**src/hdl/bbr_pkg.sv**
```systemverilog
// Behaviour
// - Each bit-band window is the bottom 1 MB of the SRAM and peripheral spaces, every bit reachable through an alias word.
// - A 32 MB SRAM alias window maps each word to one bit of the 1 MB SRAM bit-band window.
// - Plain accesses to 0x2000_0000..0x200F_FFFF pass through as ordinary SRAM accesses.
// - Data accesses to 0x2200_0000..0x23FF_FFFF are redirected to the SRAM bit-band window; fetches there are not redirected.
// - Plain accesses to 0x4000_0000..0x400F_FFFF pass through as ordinary peripheral accesses.
// - Data accesses to 0x4200_0000..0x43FF_FFFF are redirected to the peripheral bit-band window; fetches there are refused.
// - An alias write is a read of the underlying location, a change of one bit and a write back.
// - Alias address equals alias base plus byte offset times 32 plus bit number (0..7) times 4.
// - On an alias write, write-data bit 0 set sets the target bit and clear clears it.
// - Write-data bits 31..1 of an alias write are ignored.
// - An alias read returns 0x0000_0000 for a clear bit and 0x0000_0001 for a set bit.
// - The underlying access uses the same size as the alias access: word, halfword or byte.
// - Data is little-endian: byte n of the address sits on data lane n.
// - Peripheral accesses keep their order and the peripheral space never serves a fetch.
package bbr_pkg;
    localparam logic [31:0] SRAM_BB_BASE    = 32'h2000_0000;
    localparam logic [31:0] SRAM_ALIAS_BASE = 32'h2200_0000;
    localparam logic [31:0] PERI_BB_BASE    = 32'h4000_0000;
    localparam logic [31:0] PERI_ALIAS_BASE = 32'h4200_0000;
    localparam int          BB_BITS         = 20;
    localparam int          ALIAS_BITS      = 25;
    localparam logic [2:0]  PERI_REGION_TOP = 3'h2;
    localparam logic [1:0]  SIZE_BYTE       = 2'h0;
    localparam logic [1:0]  SIZE_HALF       = 2'h1;
    localparam logic [1:0]  SIZE_WORD       = 2'h2;
    localparam logic [31:0] ALIAS_READ_ONE  = 32'h0000_0001;
    localparam logic [31:0] ALIAS_READ_ZERO = 32'h0000_0000;

    // Bit position on the 32-bit bus: lane from the byte address, then bit
    function automatic logic [4:0] bbr_lane_bit(input logic [1:0] lane,
                                                input logic [2:0] bitNum);
        return {lane, bitNum};
    endfunction

    function automatic logic [31:0] bbr_align(input logic [31:0] addr,
                                              input logic [1:0]  size);
        logic [31:0] res;
        res = addr;
        if (size == SIZE_WORD) begin
            res[1:0] = 2'h0;
        end else if (size == SIZE_HALF) begin
            res[0] = 1'b0;
        end
        return res;
    endfunction
endpackage

```
**src/hdl/bbr_map_if.sv**
```systemverilog
`timescale 1ns/1ps
interface bbr_map_if;
    logic [31:0] addr;
    logic        fetch;
    logic [1:0]  size;
    logic        isAlias;
    logic        refuse;
    logic [31:0] tgtAddr;
    logic [4:0]  lanePos;

    modport decoder (input addr, fetch, size,
                     output isAlias, refuse, tgtAddr, lanePos);
    modport bridge  (output addr, fetch, size,
                     input isAlias, refuse, tgtAddr, lanePos);
endinterface

```
**src/hdl/bbr_decode.sv**
```systemverilog
`timescale 1ns/1ps
module bbr_decode
    import bbr_pkg::*;
(
    bbr_map_if.decoder map
);
    logic        sramAlias;
    logic        periAlias;
    logic        periSpace;
    logic [31:0] bbByte;

    always_comb begin
        sramAlias = map.addr[31:ALIAS_BITS] ==
                    SRAM_ALIAS_BASE[31:ALIAS_BITS];
        periAlias = map.addr[31:ALIAS_BITS] ==
                    PERI_ALIAS_BASE[31:ALIAS_BITS];
        periSpace = map.addr[31:29] == PERI_REGION_TOP;
        // Byte in the bottom 1 MB picked by alias bits 24..5
        bbByte = {(sramAlias ? SRAM_BB_BASE[31:BB_BITS]
                             : PERI_BB_BASE[31:BB_BITS]),
                  map.addr[ALIAS_BITS-1:5]};
        map.refuse  = map.fetch && periSpace;
        // Fetches from the SRAM alias go through untouched
        map.isAlias = !map.fetch && (sramAlias || periAlias);
        map.tgtAddr = map.isAlias ? bbr_align(bbByte, map.size)
                                  : map.addr;
        map.lanePos = bbr_lane_bit(bbByte[1:0], map.addr[4:2]);
    end
endmodule

```
**src/hdl/bbr_merge.sv**
```systemverilog
`timescale 1ns/1ps
module bbr_merge (
    input  wire logic [31:0] rdata,
    input  wire logic [4:0]  lanePos,
    input  wire logic        bitIn,
    output logic      [31:0] merged,
    output logic             bitOut
);
    always_comb begin
        bitOut          = rdata[lanePos];
        merged          = rdata;
        merged[lanePos] = bitIn;
    end
endmodule

```
**src/hdl/bbr_bridge.sv**
```systemverilog
`timescale 1ns/1ps
module bbr_bridge
    import bbr_pkg::*;
(
    input  wire logic        mclk,
    input  wire logic        rst,
    input  wire logic        reqValid,
    output logic             reqReady,
    input  wire logic [31:0] reqAddr,
    input  wire logic        reqWrite,
    input  wire logic        reqFetch,
    input  wire logic [1:0]  reqSize,
    input  wire logic [31:0] reqWdata,
    output logic             rspValid,
    output logic [31:0]      rspRdata,
    output logic             rspError,
    output logic             memValid,
    input  wire logic        memReady,
    output logic [31:0]      memAddr,
    output logic             memWrite,
    output logic [1:0]       memSize,
    output logic [31:0]      memWdata,
    input  wire logic [31:0] memRdata,
    input  wire logic        memError
);
    typedef enum logic [1:0] {
        S_IDLE,
        S_DIRECT,
        S_ALIAS_RD,
        S_ALIAS_WR
    } bbr_state_t;

    bbr_state_t  state;
    logic        take;
    logic        done;
    logic        rdDone;
    logic        opWrite;
    logic        opBit;
    logic [4:0]  opLane;
    logic [31:0] mergedWord;
    logic        readBit;

    bbr_map_if mapIf ();

    assign mapIf.addr  = reqAddr;
    assign mapIf.fetch = reqFetch;
    assign mapIf.size  = reqSize;

    bbr_decode uDecode (
        .map (mapIf.decoder)
    );

    bbr_merge uMerge (
        .rdata   (memRdata),
        .lanePos (opLane),
        .bitIn   (opBit),
        .merged  (mergedWord),
        .bitOut  (readBit)
    );

    assign take   = reqValid && reqReady;
    assign rdDone = state == S_ALIAS_RD && memReady;
    // One access in flight at a time keeps peripheral order intact
    assign done   = (take && mapIf.refuse) ||
                    (memReady && (state == S_DIRECT ||
                                  state == S_ALIAS_WR)) ||
                    (rdDone && (!opWrite || memError));

    always_ff @(posedge mclk) begin
        if (rst) begin
            state <= S_IDLE;
        end else begin
            case (state)
                S_IDLE: begin
                    if (take && !mapIf.refuse) begin
                        state <= mapIf.isAlias ? S_ALIAS_RD : S_DIRECT;
                    end
                end
                S_DIRECT: begin
                    if (memReady) begin
                        state <= S_IDLE;
                    end
                end
                S_ALIAS_RD: begin
                    if (memReady) begin
                        // Bus error on the read aborts the write back
                        state <= (opWrite && !memError) ? S_ALIAS_WR
                                                        : S_IDLE;
                    end
                end
                default: begin
                    if (memReady) begin
                        state <= S_IDLE;
                    end
                end
            endcase
        end
    end

    always_ff @(posedge mclk) begin
        if (rst) begin
            opWrite <= 1'b0;
            opBit   <= 1'b0;
            opLane  <= 5'h00;
        end else if (take) begin
            opWrite <= reqWrite;
            opBit   <= reqWdata[0];
            opLane  <= mapIf.lanePos;
        end
    end

    always_ff @(posedge mclk) begin
        if (rst) begin
            reqReady <= 1'b1;
        end else if (take && !mapIf.refuse) begin
            reqReady <= 1'b0;
        end else if (done) begin
            reqReady <= 1'b1;
        end
    end

    always_ff @(posedge mclk) begin
        if (rst) begin
            memValid <= 1'b0;
            memAddr  <= 32'h0000_0000;
            memWrite <= 1'b0;
            memSize  <= SIZE_WORD;
            memWdata <= 32'h0000_0000;
        end else if (take && !mapIf.refuse) begin
            memValid <= 1'b1;
            memAddr  <= mapIf.tgtAddr;
            memWrite <= reqWrite && !mapIf.isAlias;
            memSize  <= reqSize;
            memWdata <= reqWdata;
        end else if (rdDone) begin
            memValid <= opWrite && !memError;
            memWrite <= 1'b1;
            memWdata <= mergedWord;
        end else if (memReady && memValid) begin
            memValid <= 1'b0;
            memWrite <= 1'b0;
        end
    end

    always_ff @(posedge mclk) begin
        if (rst) begin
            rspValid <= 1'b0;
            rspRdata <= 32'h0000_0000;
            rspError <= 1'b0;
        end else begin
            rspValid <= done;
            if (take && mapIf.refuse) begin
                rspRdata <= 32'h0000_0000;
                rspError <= 1'b1;
            end else if (state == S_DIRECT && memReady) begin
                rspRdata <= memRdata;
                rspError <= memError;
            end else if (rdDone) begin
                rspRdata <= readBit ? ALIAS_READ_ONE
                                    : ALIAS_READ_ZERO;
                rspError <= memError;
            end else if (state == S_ALIAS_WR && memReady) begin
                rspRdata <= 32'h0000_0000;
                rspError <= memError;
            end
        end
    end
endmodule

```
**config.mk**
```make
export PLATFORM = sky130hd
export DESIGN_NAME = bbr_bridge
export DESIGN_NICKNAME = d
export VERILOG_FILES = /design/src/hdl/bbr_pkg.sv /design/src/hdl/bbr_map_if.sv /design/src/hdl/bbr_decode.sv /design/src/hdl/bbr_merge.sv /design/src/hdl/bbr_bridge.sv
export SDC_FILE = /design/constraint.sdc
export NUM_CORES = 1
export LEC_CHECK = 0
export BUFFER_PORTS_ARGS = -buffer_cell sky130_fd_sc_hd__buf_2
export CORE_UTILIZATION = 35
export CTS_BUF_LIST = sky130_fd_sc_hd__clkbuf_16
export DETAILED_ROUTE_END_ITERATION = 8
export PLACE_DENSITY_LB_ADDON = 0.15
export SLEW_MARGIN = 10
export SYNTH_ARGS = -nofsm -noshare
export SYNTH_HDL_FRONTEND = slang
export SYNTH_HIERARCHICAL = 1
export SYNTH_SLANG_ARGS = --single-unit
```
**constraint.sdc**
```tcl
create_clock -name mclk -period 1.8 [get_ports mclk]
set_input_delay 0.36 -clock mclk [delete_from_list [all_inputs] [get_ports mclk]]
set_output_delay 0.36 -clock mclk [all_outputs]
set_load 0.03 [all_outputs]
```
# Word-level counts from Yosys, hierarchy flattened
# Index checks and enable logic that the tools add are counted.
[op_classes] order_cmp=2 eq_ne=10 mux=33 n_reduce_logical=33
[ops] operator="$mux W32" count=6
[ops] operator="$bwmux W32" count=1
[ops] operator="$mux W1" count=17
[ops] operator="$logic_and A1 B1 Y1" count=14
[ops] operator="$mux W11" count=1
[ops] operator="$mux W2" count=5
[ops] operator="$eq A7 B5 Y1 const B" count=1
[ops] operator="$eq A7 B6 Y1 const B" count=1
[ops] operator="$eq A2 B2 Y1 const B" count=3
[ops] operator="$lt A5 B6 Y1 const B" count=1
[ops] operator="$reduce_bool A2 Y1" count=3
[ops] operator="$reduce_bool A3 Y1" count=2
[ops] operator="$bmux W1 S5" count=1
[ops] operator="$demux W1 S5" count=1
[ops] operator="$ge A5 B1 Y1 const B" count=1
[ops] operator="$logic_not A1 Y1" count=5
[ops] operator="$logic_or A1 B1 Y1" count=5
[ops] operator="$eq A2 B1 Y1 const B" count=2
[ops] operator="$ne A2 B2 Y1 const B" count=2
[ops] operator="$pmux W2 S2" count=1
[ops] operator="$reduce_bool A4 Y1" count=1
[ops] operator="$eq A3 B2 Y1 const B" count=1
[ops] operator="$reduce_and A3 Y1" count=1
[ops] operator="$logic_not A2 Y1" count=1
[ops] operator="$reduce_or A2 Y1" count=1
[totals] ff_bits=112 input_bits=105 out_inout_bits=103 word_cells=91

# Logic depth before layout (Yosys ltp)
# Gate-level depths: netlist of the first run.
[depth] depth_word=7 depth_mapped=9 depth_no_buf=7

# By module
# Netlist of the first run, hierarchy kept.
[modules_own_cells] mod="bbr_bridge" n_inst=1 cells_each=509 area_each_um2=4540.6 seq_area_each_um2=2242.2
[modules_own_cells] mod="bbr_merge" n_inst=1 cells_each=124 area_each_um2=937.1 seq_area_each_um2=0.0
[modules_own_cells] mod="bbr_decode" n_inst=1 cells_each=50 area_each_um2=480.5 seq_area_each_um2=0.0

# Worst setup path after synthesis of the first run
# Ideal clock, no wire load.
[synth_path] kind="reg-to-reg" start="reg opLane[2]" end="reg rspRdata[0]" setup_time_ns=0.095 t_arrival_ns=1.619 required_time_ns=1.705 path_slack_ns=0.086 stages_incl_launch_ff=9 n_path_buf=1 period_less_slack_ns=1.714 cell_sequence="dfxtp_1 > buf_2 > or3b_4 > o22ai_1 > nor3_1 > o211ai_2 > nor2b_1 > o22ai_1 > a221oi_1"
[synth_via] elab_chain_cells=5
[synth_lines] item="start, declared" line_no="bbr_bridge.sv:39" rtl="logic [4:0] opLane;"
[synth_lines] item="start signal, assigned" line_no="bbr_bridge.sv:108" rtl="opLane <= mapIf.lanePos;"
[synth_lines] item="$bmux W1 S5" line_no="bbr_merge.sv:10" rtl="bitOut = rdata[lanePos];"
[synth_lines] item="$mux W1 (implied by the code)" line_no="bbr_merge.sv:10"
[synth_lines] item="net readBit" line_no="bbr_bridge.sv:41" rtl="logic readBit;"
[synth_lines] item="$mux W1" line_no="bbr_bridge.sv:159" rtl="rspRdata <= readBit ? ALIAS_READ_ONE"
[synth_lines] item="$mux W32" line_no="bbr_bridge.sv:158" rtl="end else if (rdDone) begin"
[synth_lines] item="$mux W32" line_no="bbr_bridge.sv:155" rtl="end else if (state == S_DIRECT && memReady) begin"
[synth_lines] item="end signal, assigned" line_no="bbr_bridge.sv:156" rtl="rspRdata <= memRdata;"
[synth_lines] item="end signal, assigned" line_no="bbr_bridge.sv:159"
[synth_lines] item="end, declared" line_no="bbr_bridge.sv:15" rtl="output logic [31:0] rspRdata,"
# The timed path passes the listed nets, and every way through them passes these cells. The select of a mux whose other input is x is not followed.
# A chain may end at the register's enable or synchronous reset.

# Worst setup path in the final report of the first run
[layout_path] start="reg opLane[0]" end="reg rspRdata[0]"
# The elaborated chain is that of the path after synthesis.

==> results of run 1 <==
## Yosys cell counts, types with 2 or more instances
cell type | count | area, um2
nand2_1 | 124 | 465
dfxtp_1 | 112 | 2240
nor2_1 | 83 | 312
a21oi_1 | 49 | 245
a22oi_1 | 32 | 240
mux2_2 | 32 | 360
a21oi_2 | 29 | 254
a211oi_2 | 28 | 350
clkbuf_1 | 24 | 90.1
buf_2 | 19 | 95.1
nand3_1 | 17 | 85.1
mux2i_1 | 13 | 130
buf_4 | 11 | 82.6
mux2_4 | 11 | 165
buf_6 | 10 | 113
inv_1 | 10 | 37.5
nor3_1 | 10 | 50.1
and2_1 | 7 | 43.8
o21ai_0 | 7 | 35.0
a211oi_1 | 5 | 37.5
nand3b_1 | 5 | 37.5
o22ai_1 | 5 | 31.3
and3b_1 | 3 | 26.3
buf_12 | 3 | 60.1
mux4_2 | 3 | 67.6
nand2b_1 | 3 | 18.8
nor2b_1 | 3 | 18.8
nor3b_1 | 3 | 22.5
or3b_4 | 3 | 33.8
a221oi_1 | 2 | 17.5
nor3_2 | 2 | 20.0
## power by group through the flow
stage / logic (uW) / registers, uW / clock network (uW)
finish: 1680 / 2760 / 1980
global route: 1810 / 2790 / 2140
CTS: 1680 / 2760 / 2060
detailed placement: 1670 / 2820 / 0
global placement: 1670 / 2810 / 0
floorplan: 772 / 3130 / 0
## final cells by class
cell class / instances / area, um2
flip-flops and latches: 112 / 2250
multi-input cells: 493 / 3290
clock inverters: 6 / 53.8
repair buffers: 267 / 1620
well taps: 220 / 275
clock buffers: 9 / 225
fillers: 1710 / 8830
inverters: 10 / 37.5
## sequential cells by signal, indices dropped and copies added (netlist names)
signal and cells:
memWrite 1, opLane 5, memSize 2, rspValid 1, state 2, reqReady 1, rspRdata 32, memAddr 32
opWrite 1, memWdata 32, memValid 1, rspError 1, opBit 1
## logic make-up (layout without fill, tap and decap cells)
group                     count (synthesis)  after routing
xor gates and xnor gates                  2              2
DFF                                     112            112
and+or+nand+nor                         269            269
muxes                                    60             60
AOI/OAI and AO/OA                       162            162
buffers and inverters                    78            292
## metrics by stage
step,setup slack [ps],instance area [um2]
after floorplan,85.8,5960
after global placement,-48.7,7400
after detailed placement,-79.1,7400
after CTS,-64.4,7690
after global routing,-162,7760
final,-66.0,7760
## final timing paths
kind | startpoint | to | slack [ps]
min reg2reg | memAddr[8]$_SDFFE_PP0P_ | memAddr[8]$_SDFFE_PP0P_ | 450
max | opLane[0]$_SDFFE_PP0N_ | rspRdata[0]$_SDFFE_PP0P_ | -70
max reg2reg | opLane[0]$_SDFFE_PP0N_ | rspRdata[0]$_SDFFE_PP0P_ | -70
min | reqSize[1] | memSize[1]$_SDFFE_PP1P_ | 260
## metal layers
metal | share of wire [%] | vias to the layer above | global-route usage (%)
met5 | 0.056 | - | 0
met4 | 1.4 | 2 | 5.56
met3 | 7.2 | 23 | 6.32
met2 | 47 | 167 | 33.2
met1 | 44 | 2591 | 26.1
li1 | - | 2769 | -
## worst max-delay path, cell delays in order, from the launching register on
cell and delay (ps):
dfxtp_2 360, buf_6 130, mux4_2 490, nor2b_1 150, a21oi_2 130, o211ai_2 110, nor2b_1 150, o22ai_1 140
a221oi_1 90
## what timing repair did
| item | in CTS | in global routing |
|---|---|---|
| setup endpoints to repair | 6 | 14 |
| endpoints found under the hold margin | 0 | 0 |
| gates resized for setup | 7 | 15 |
| buffers inserted | 0 | 1 |
| pin swaps | 0 | 1 |
==> results.md, run 1 <==
- Net Sw Frac: 32.0%
- Cts hold-fix bufs: 0
- Number of remaining DRC errors: 0
- Yosys warning count: 6
- Worst-margin pin slew: 381 ps
- Setup tns final: -66.0 ps
- Critical path type: flip-flop to flip-flop
- Syn nets: 788
- Tot Pwr: 6420 uW
- Full die area: 17500 um2
- Pin count of the biggest net entering global routing: 36
- Vias: 5552
- Vias per std cell: 4.97
- Clock slew at reported path FFs: 70 ps
- Part of the power in combinational logic: 26.1%
- Slew Limit Fails: 0
- Syn Inst Count: 683
- Final ANT Viol Nets: 0
- Crit path max fanout: 5
- Final Core Density: 46.8%
- CTS Buffer Depth: 2
- Power density cells: 828 nW/um2
- Post-synthesis xor/xnor area fraction: 0.294%
- Fin crit share: 104%
- Layout Cells excl Fill: 1117
- Prevailing post-synth register cell: dfxtp_1
- Die width: 132 um
- Cells after DPL: 1101
- Die span in y: 132 um
- Clk sinks: 112
- Mux contribution to synthesized area: 12.3%
- Ys async rst share: 0%
- CTS tree: yes
- Detail Placement HPWL: 13600 um
- Final Hold Violating Endpoints: 0
- Relative slew slack: 74.6%
- Worst Hold Path Cells: 3
- CTS Root Cell: clkbuf_16
- Most common cell after layout, fill and taps aside: buf_2
- Area Growth Syn to Fin: 30.2%
- Outcome: finished with violations
- DRT Pass-1 Iters: 5
- Post-synthesis simple-gate area fraction: 20.5%
- Hold Path Class: input pin to flip-flop
- FP Rows: 47
- Final setup margin: -66.0 ps
- Total Nets Final: 998
- Startpoint types: flip-flop
- Synth Area in Compound Gates: 21.2%
- Global Route Usage Sum: 20.5%
- Worst vdd ir: 498 uV
- Grt ovf: 0
- Layout Skew: 8.38 ps
- Fin crit period: 1870 ps
- Min Hold Slack: 262 ps
- Post-Syn Area: 5960 um2
- Post-synth EDFFs: 0
- DR WL/cell: 16.1 um
- Core Box Area: 16600 um2
- ANT cells: 0
- Pleak: 0.00345 uW
- Max_cap viols: 0
- Final setup fails: 1
- H-tree depth: 3
- Flop and latch count out of synthesis: 112
- WP data required: 2040 ps
- Sequential power share: 43.0%
- Clock Latency Late Sink: 360 ps
- I/O pins: 208
- Distinct cells, synth: 46
- Syn Area/Cell: 8.72 um2
- P_sw: 2060 uW
- Port Buffers: 207
- Max Clk Rate: 536 MHz
- Initial antenna violation count: 1
- Share of layout cells above drive strength 1: 46.0%
- Critical Path AT: 2110 ps
- Vias in the first global route: 5329
- Internal: 4370 uW
- DRT iter0 DRCs: 286
- Clock power frac: 30.9%
- Inserted Clock Buffers: 9
- Worst reg-to-reg path cell count: 8
- Post-synthesis adder-cell area fraction: 0%
- Final GP Congestion: 0.862
- First-pass GRT wire length: 28100 um
- RSZ-0062 raised after global routing: true
- Largest family of logic cells by synthesized area: compound AO/OA/AOI/OAI gates
- Failing checks: setup timing
- Post-synthesis sequential area ratio: 37.6%
- DRT Wirelength: 18000 um
- Commonest cells after routing, fill and taps aside: buf_2 (206), nand2_1 (123), dfxtp_1 (107)
- CP endpoint kind: flip-flop
- Starting Density: 35.9%
No activity file was read; power rests on OpenSTA's default activity.
==> run 2, diff against run 1 <==
--- a/config.mk
+++ b/config.mk
@@ -9,4 +9,5 @@
 export CORE_UTILIZATION = 35
-export CTS_BUF_LIST = sky130_fd_sc_hd__clkbuf_16
+export CTS_BUF_LIST = sky130_fd_sc_hd__clkbuf_2
 export DETAILED_ROUTE_END_ITERATION = 8
+export GPL_ROUTABILITY_DRIVEN = 0
 export PLACE_DENSITY_LB_ADDON = 0.15
==> constraint.sdc (replaced) <==
create_clock -name mclk -period 1.8 [get_ports mclk]
set_input_delay 0.18 -clock mclk [delete_from_list [all_inputs] [get_ports mclk]]
set_output_delay 0.18 -clock mclk [all_outputs]
set_load 0.03 [all_outputs]
==> results.md, run 2 (synthesis results as in run 1) <==
- Pleak: 0.00376 uW
- Vias in the first global route: 5931
- Clk sinks: 112
- CTS Buffer Depth: 2
- Clock Latency Late Sink: 640 ps
- Inserted Clock Buffers: 9
- Slew Limit Fails: 0
- DR WL/cell: 15.8 um
- Port Buffers: 207
- Fillers: 1610
- Full die area: 17500 um2
- Max incr delay on CP: 400 ps
- First-pass GRT wire length: 30400 um
- Startpoint types: flip-flop
- Hold Path Class: input pin to flip-flop
- DRT iter0 DRCs: 336
- DRT Wirelength: 19200 um
- Max Clk Rate: 538 MHz
- CTS Root Cell: clkbuf_2
- Starting Density: 35.9%
- Most common cell after layout, fill and taps aside: buf_2
- Power density cells: 672 nW/um2
- WP data required: 2380 ps
- Setup tns final: -59.1 ps
- Number of remaining DRC errors: 0
- Die width: 132 um
- CP endpoint kind: flip-flop
- Final setup margin: -59.1 ps
- Layout Cells excl Fill: 1213
- Failing checks: setup timing
- Global Route Usage Sum: 21.7%
- Share of layout cells above drive strength 1: 40.2%
- Layout Skew: 34.9 ps
- Fin crit period: 1860 ps
- Outcome: finished with violations
- Total Nets Final: 1093
- Pin count of the biggest net entering global routing: 82
- Crit-path slowest cell: dfxtp_2
- Fin crit share: 103%
- Multi-input logic area: 3290 um2
- I/O pins: 208
- Register area: 2250 um2
- Crit path max fanout: 8
- Detail Placement HPWL: 13200 um
- Final setup fails: 1
- Placement-stage cell area: 7280 um2
- Grt ovf: 0
- Family with the most delay on the worst path: compound AO/OA/AOI/OAI gates
- CP bufs+invs: 2
- DRT Pass-1 Iters: 4
- Min Hold Slack: 43.5 ps
- Area Growth Syn to Fin: 44.0%
- Final ANT Viol Nets: 0
- Worst-margin pin slew: 466 ps
- Clock slew at reported path FFs: 290 ps
- Crit-path most repeated cell: o22ai_1
- Max_cap viols: 0
- Worst reg-to-reg path cell count: 9
- Cells after DPL: 1085
- Final Hold Violating Endpoints: 0
- Commonest cells after routing, fill and taps aside: buf_2 (206), nand2_1 (122), dlygate4sd3_1 (110)
- Critical path type: flip-flop to flip-flop
- Tot Pwr: 5760 uW
- H-tree depth: 3
- Top flop regs: memAddr: 32 flops, memWdata: 32 flops, rspRdata: 32 flops
- Die span in y: 132 um
- RSZ-0062 raised after global routing: true
- CTS tree: yes
- Initial antenna violation count: 1
- Vias: 5930
- Worst Hold Path Cells: 3
- FP Rows: 47
- Crit path depth: 9
- Final instance area: 8580 um2
- Relative slew slack: 68.9%
- Vias per std cell: 4.89
- Worst path cell trace: buf_4 > buf_6 > mux2i_2 > o22ai_1 > nor3_1 > o211ai_2 > nor2b_2 > o22ai_1 > a221oi_1
- Critical Path AT: 2430 ps
- Core Box Area: 16600 um2
- Worst vdd ir: 448 uV
run 2: cell count changes in the layout (fill, tap and decap cells not counted), sizes merged:
cell / delta
buf: -16
clkbuf: +3
diode: +1
dlygate4sd3: +110
clkinvlp: -1
clkinv: +1
inv: -2
run 2: layout make-up:
class                      count  share of cell area [%]
antenna                        1                  0.0292
clock buffer                  11                   0.641
clock inverter                 4                   0.539
inverter                      10                   0.437
multi-input combinational    493                    38.3
sequential                   112                    26.3
tap                          220                    3.21
timing repair buffer         362                    30.6
run 2: through the flow:
stage          utilization (%)  setup WS, ps
2_1_floorplan                -          85.8
3_3_place_gp              43.9         -98.3
3_5_place_dp              43.9          -158
4_1_cts                   51.3         -63.8
5_1_grt                   51.8          -148
6_report                  51.8         -59.1
run 2: worst paths after layout:
kind                                              start                       end  slack [ps]
worst max-delay path             opLane[0]$_SDFFE_PP0N_  rspRdata[0]$_SDFFE_PP0P_         -60
worst max register to register   opLane[0]$_SDFFE_PP0N_  rspRdata[0]$_SDFFE_PP0P_         -60
worst min register to register  memAddr[0]$_SDFFE_PP0P_   memAddr[0]$_SDFFE_PP0P_         470
worst min-delay path                           reqValid     rspError$_SDFFE_PP0P_          40
run 2: repair_timing:
| action | CTS | global route |
|---|---|---|
| setup buffers | 0 | 1 |
| gates resized for setup | 11 | 11 |
| endpoints found under the setup margin | 9 | 12 |
| cloned | 0 | 1 |
| hold endpoints to repair | 112 | 0 |
| hold buffers | 110 | 0 |
| pin swaps | 1 | 3 |
run 2: report_power, final:
part | switching, uW | total, uW | internal, uW
combinational | 1060 | 1840 | 787
clock | 832 | 1150 | 319
sequential | 106 | 2770 | 2670
total | 1990 | 5760 | 3770
run 2: tightest hold or removal path: stages:
cell     delay (ps)
buf_2           170
nand3_1         210
a21oi_1          90
run 2: per-layer routing:
| metal | GRT usage [%] | vias up | part of all wire (%) |
|---|---|---|---|
| li1 | - | 2963 | - |
| met1 | 27.3 | 2769 | 45 |
| met2 | 36.9 | 178 | 48 |
| met3 | 5.13 | 20 | 5.5 |
| met4 | 5.87 | 0 | 1.5 |
| met5 | 0 | - | 0 |
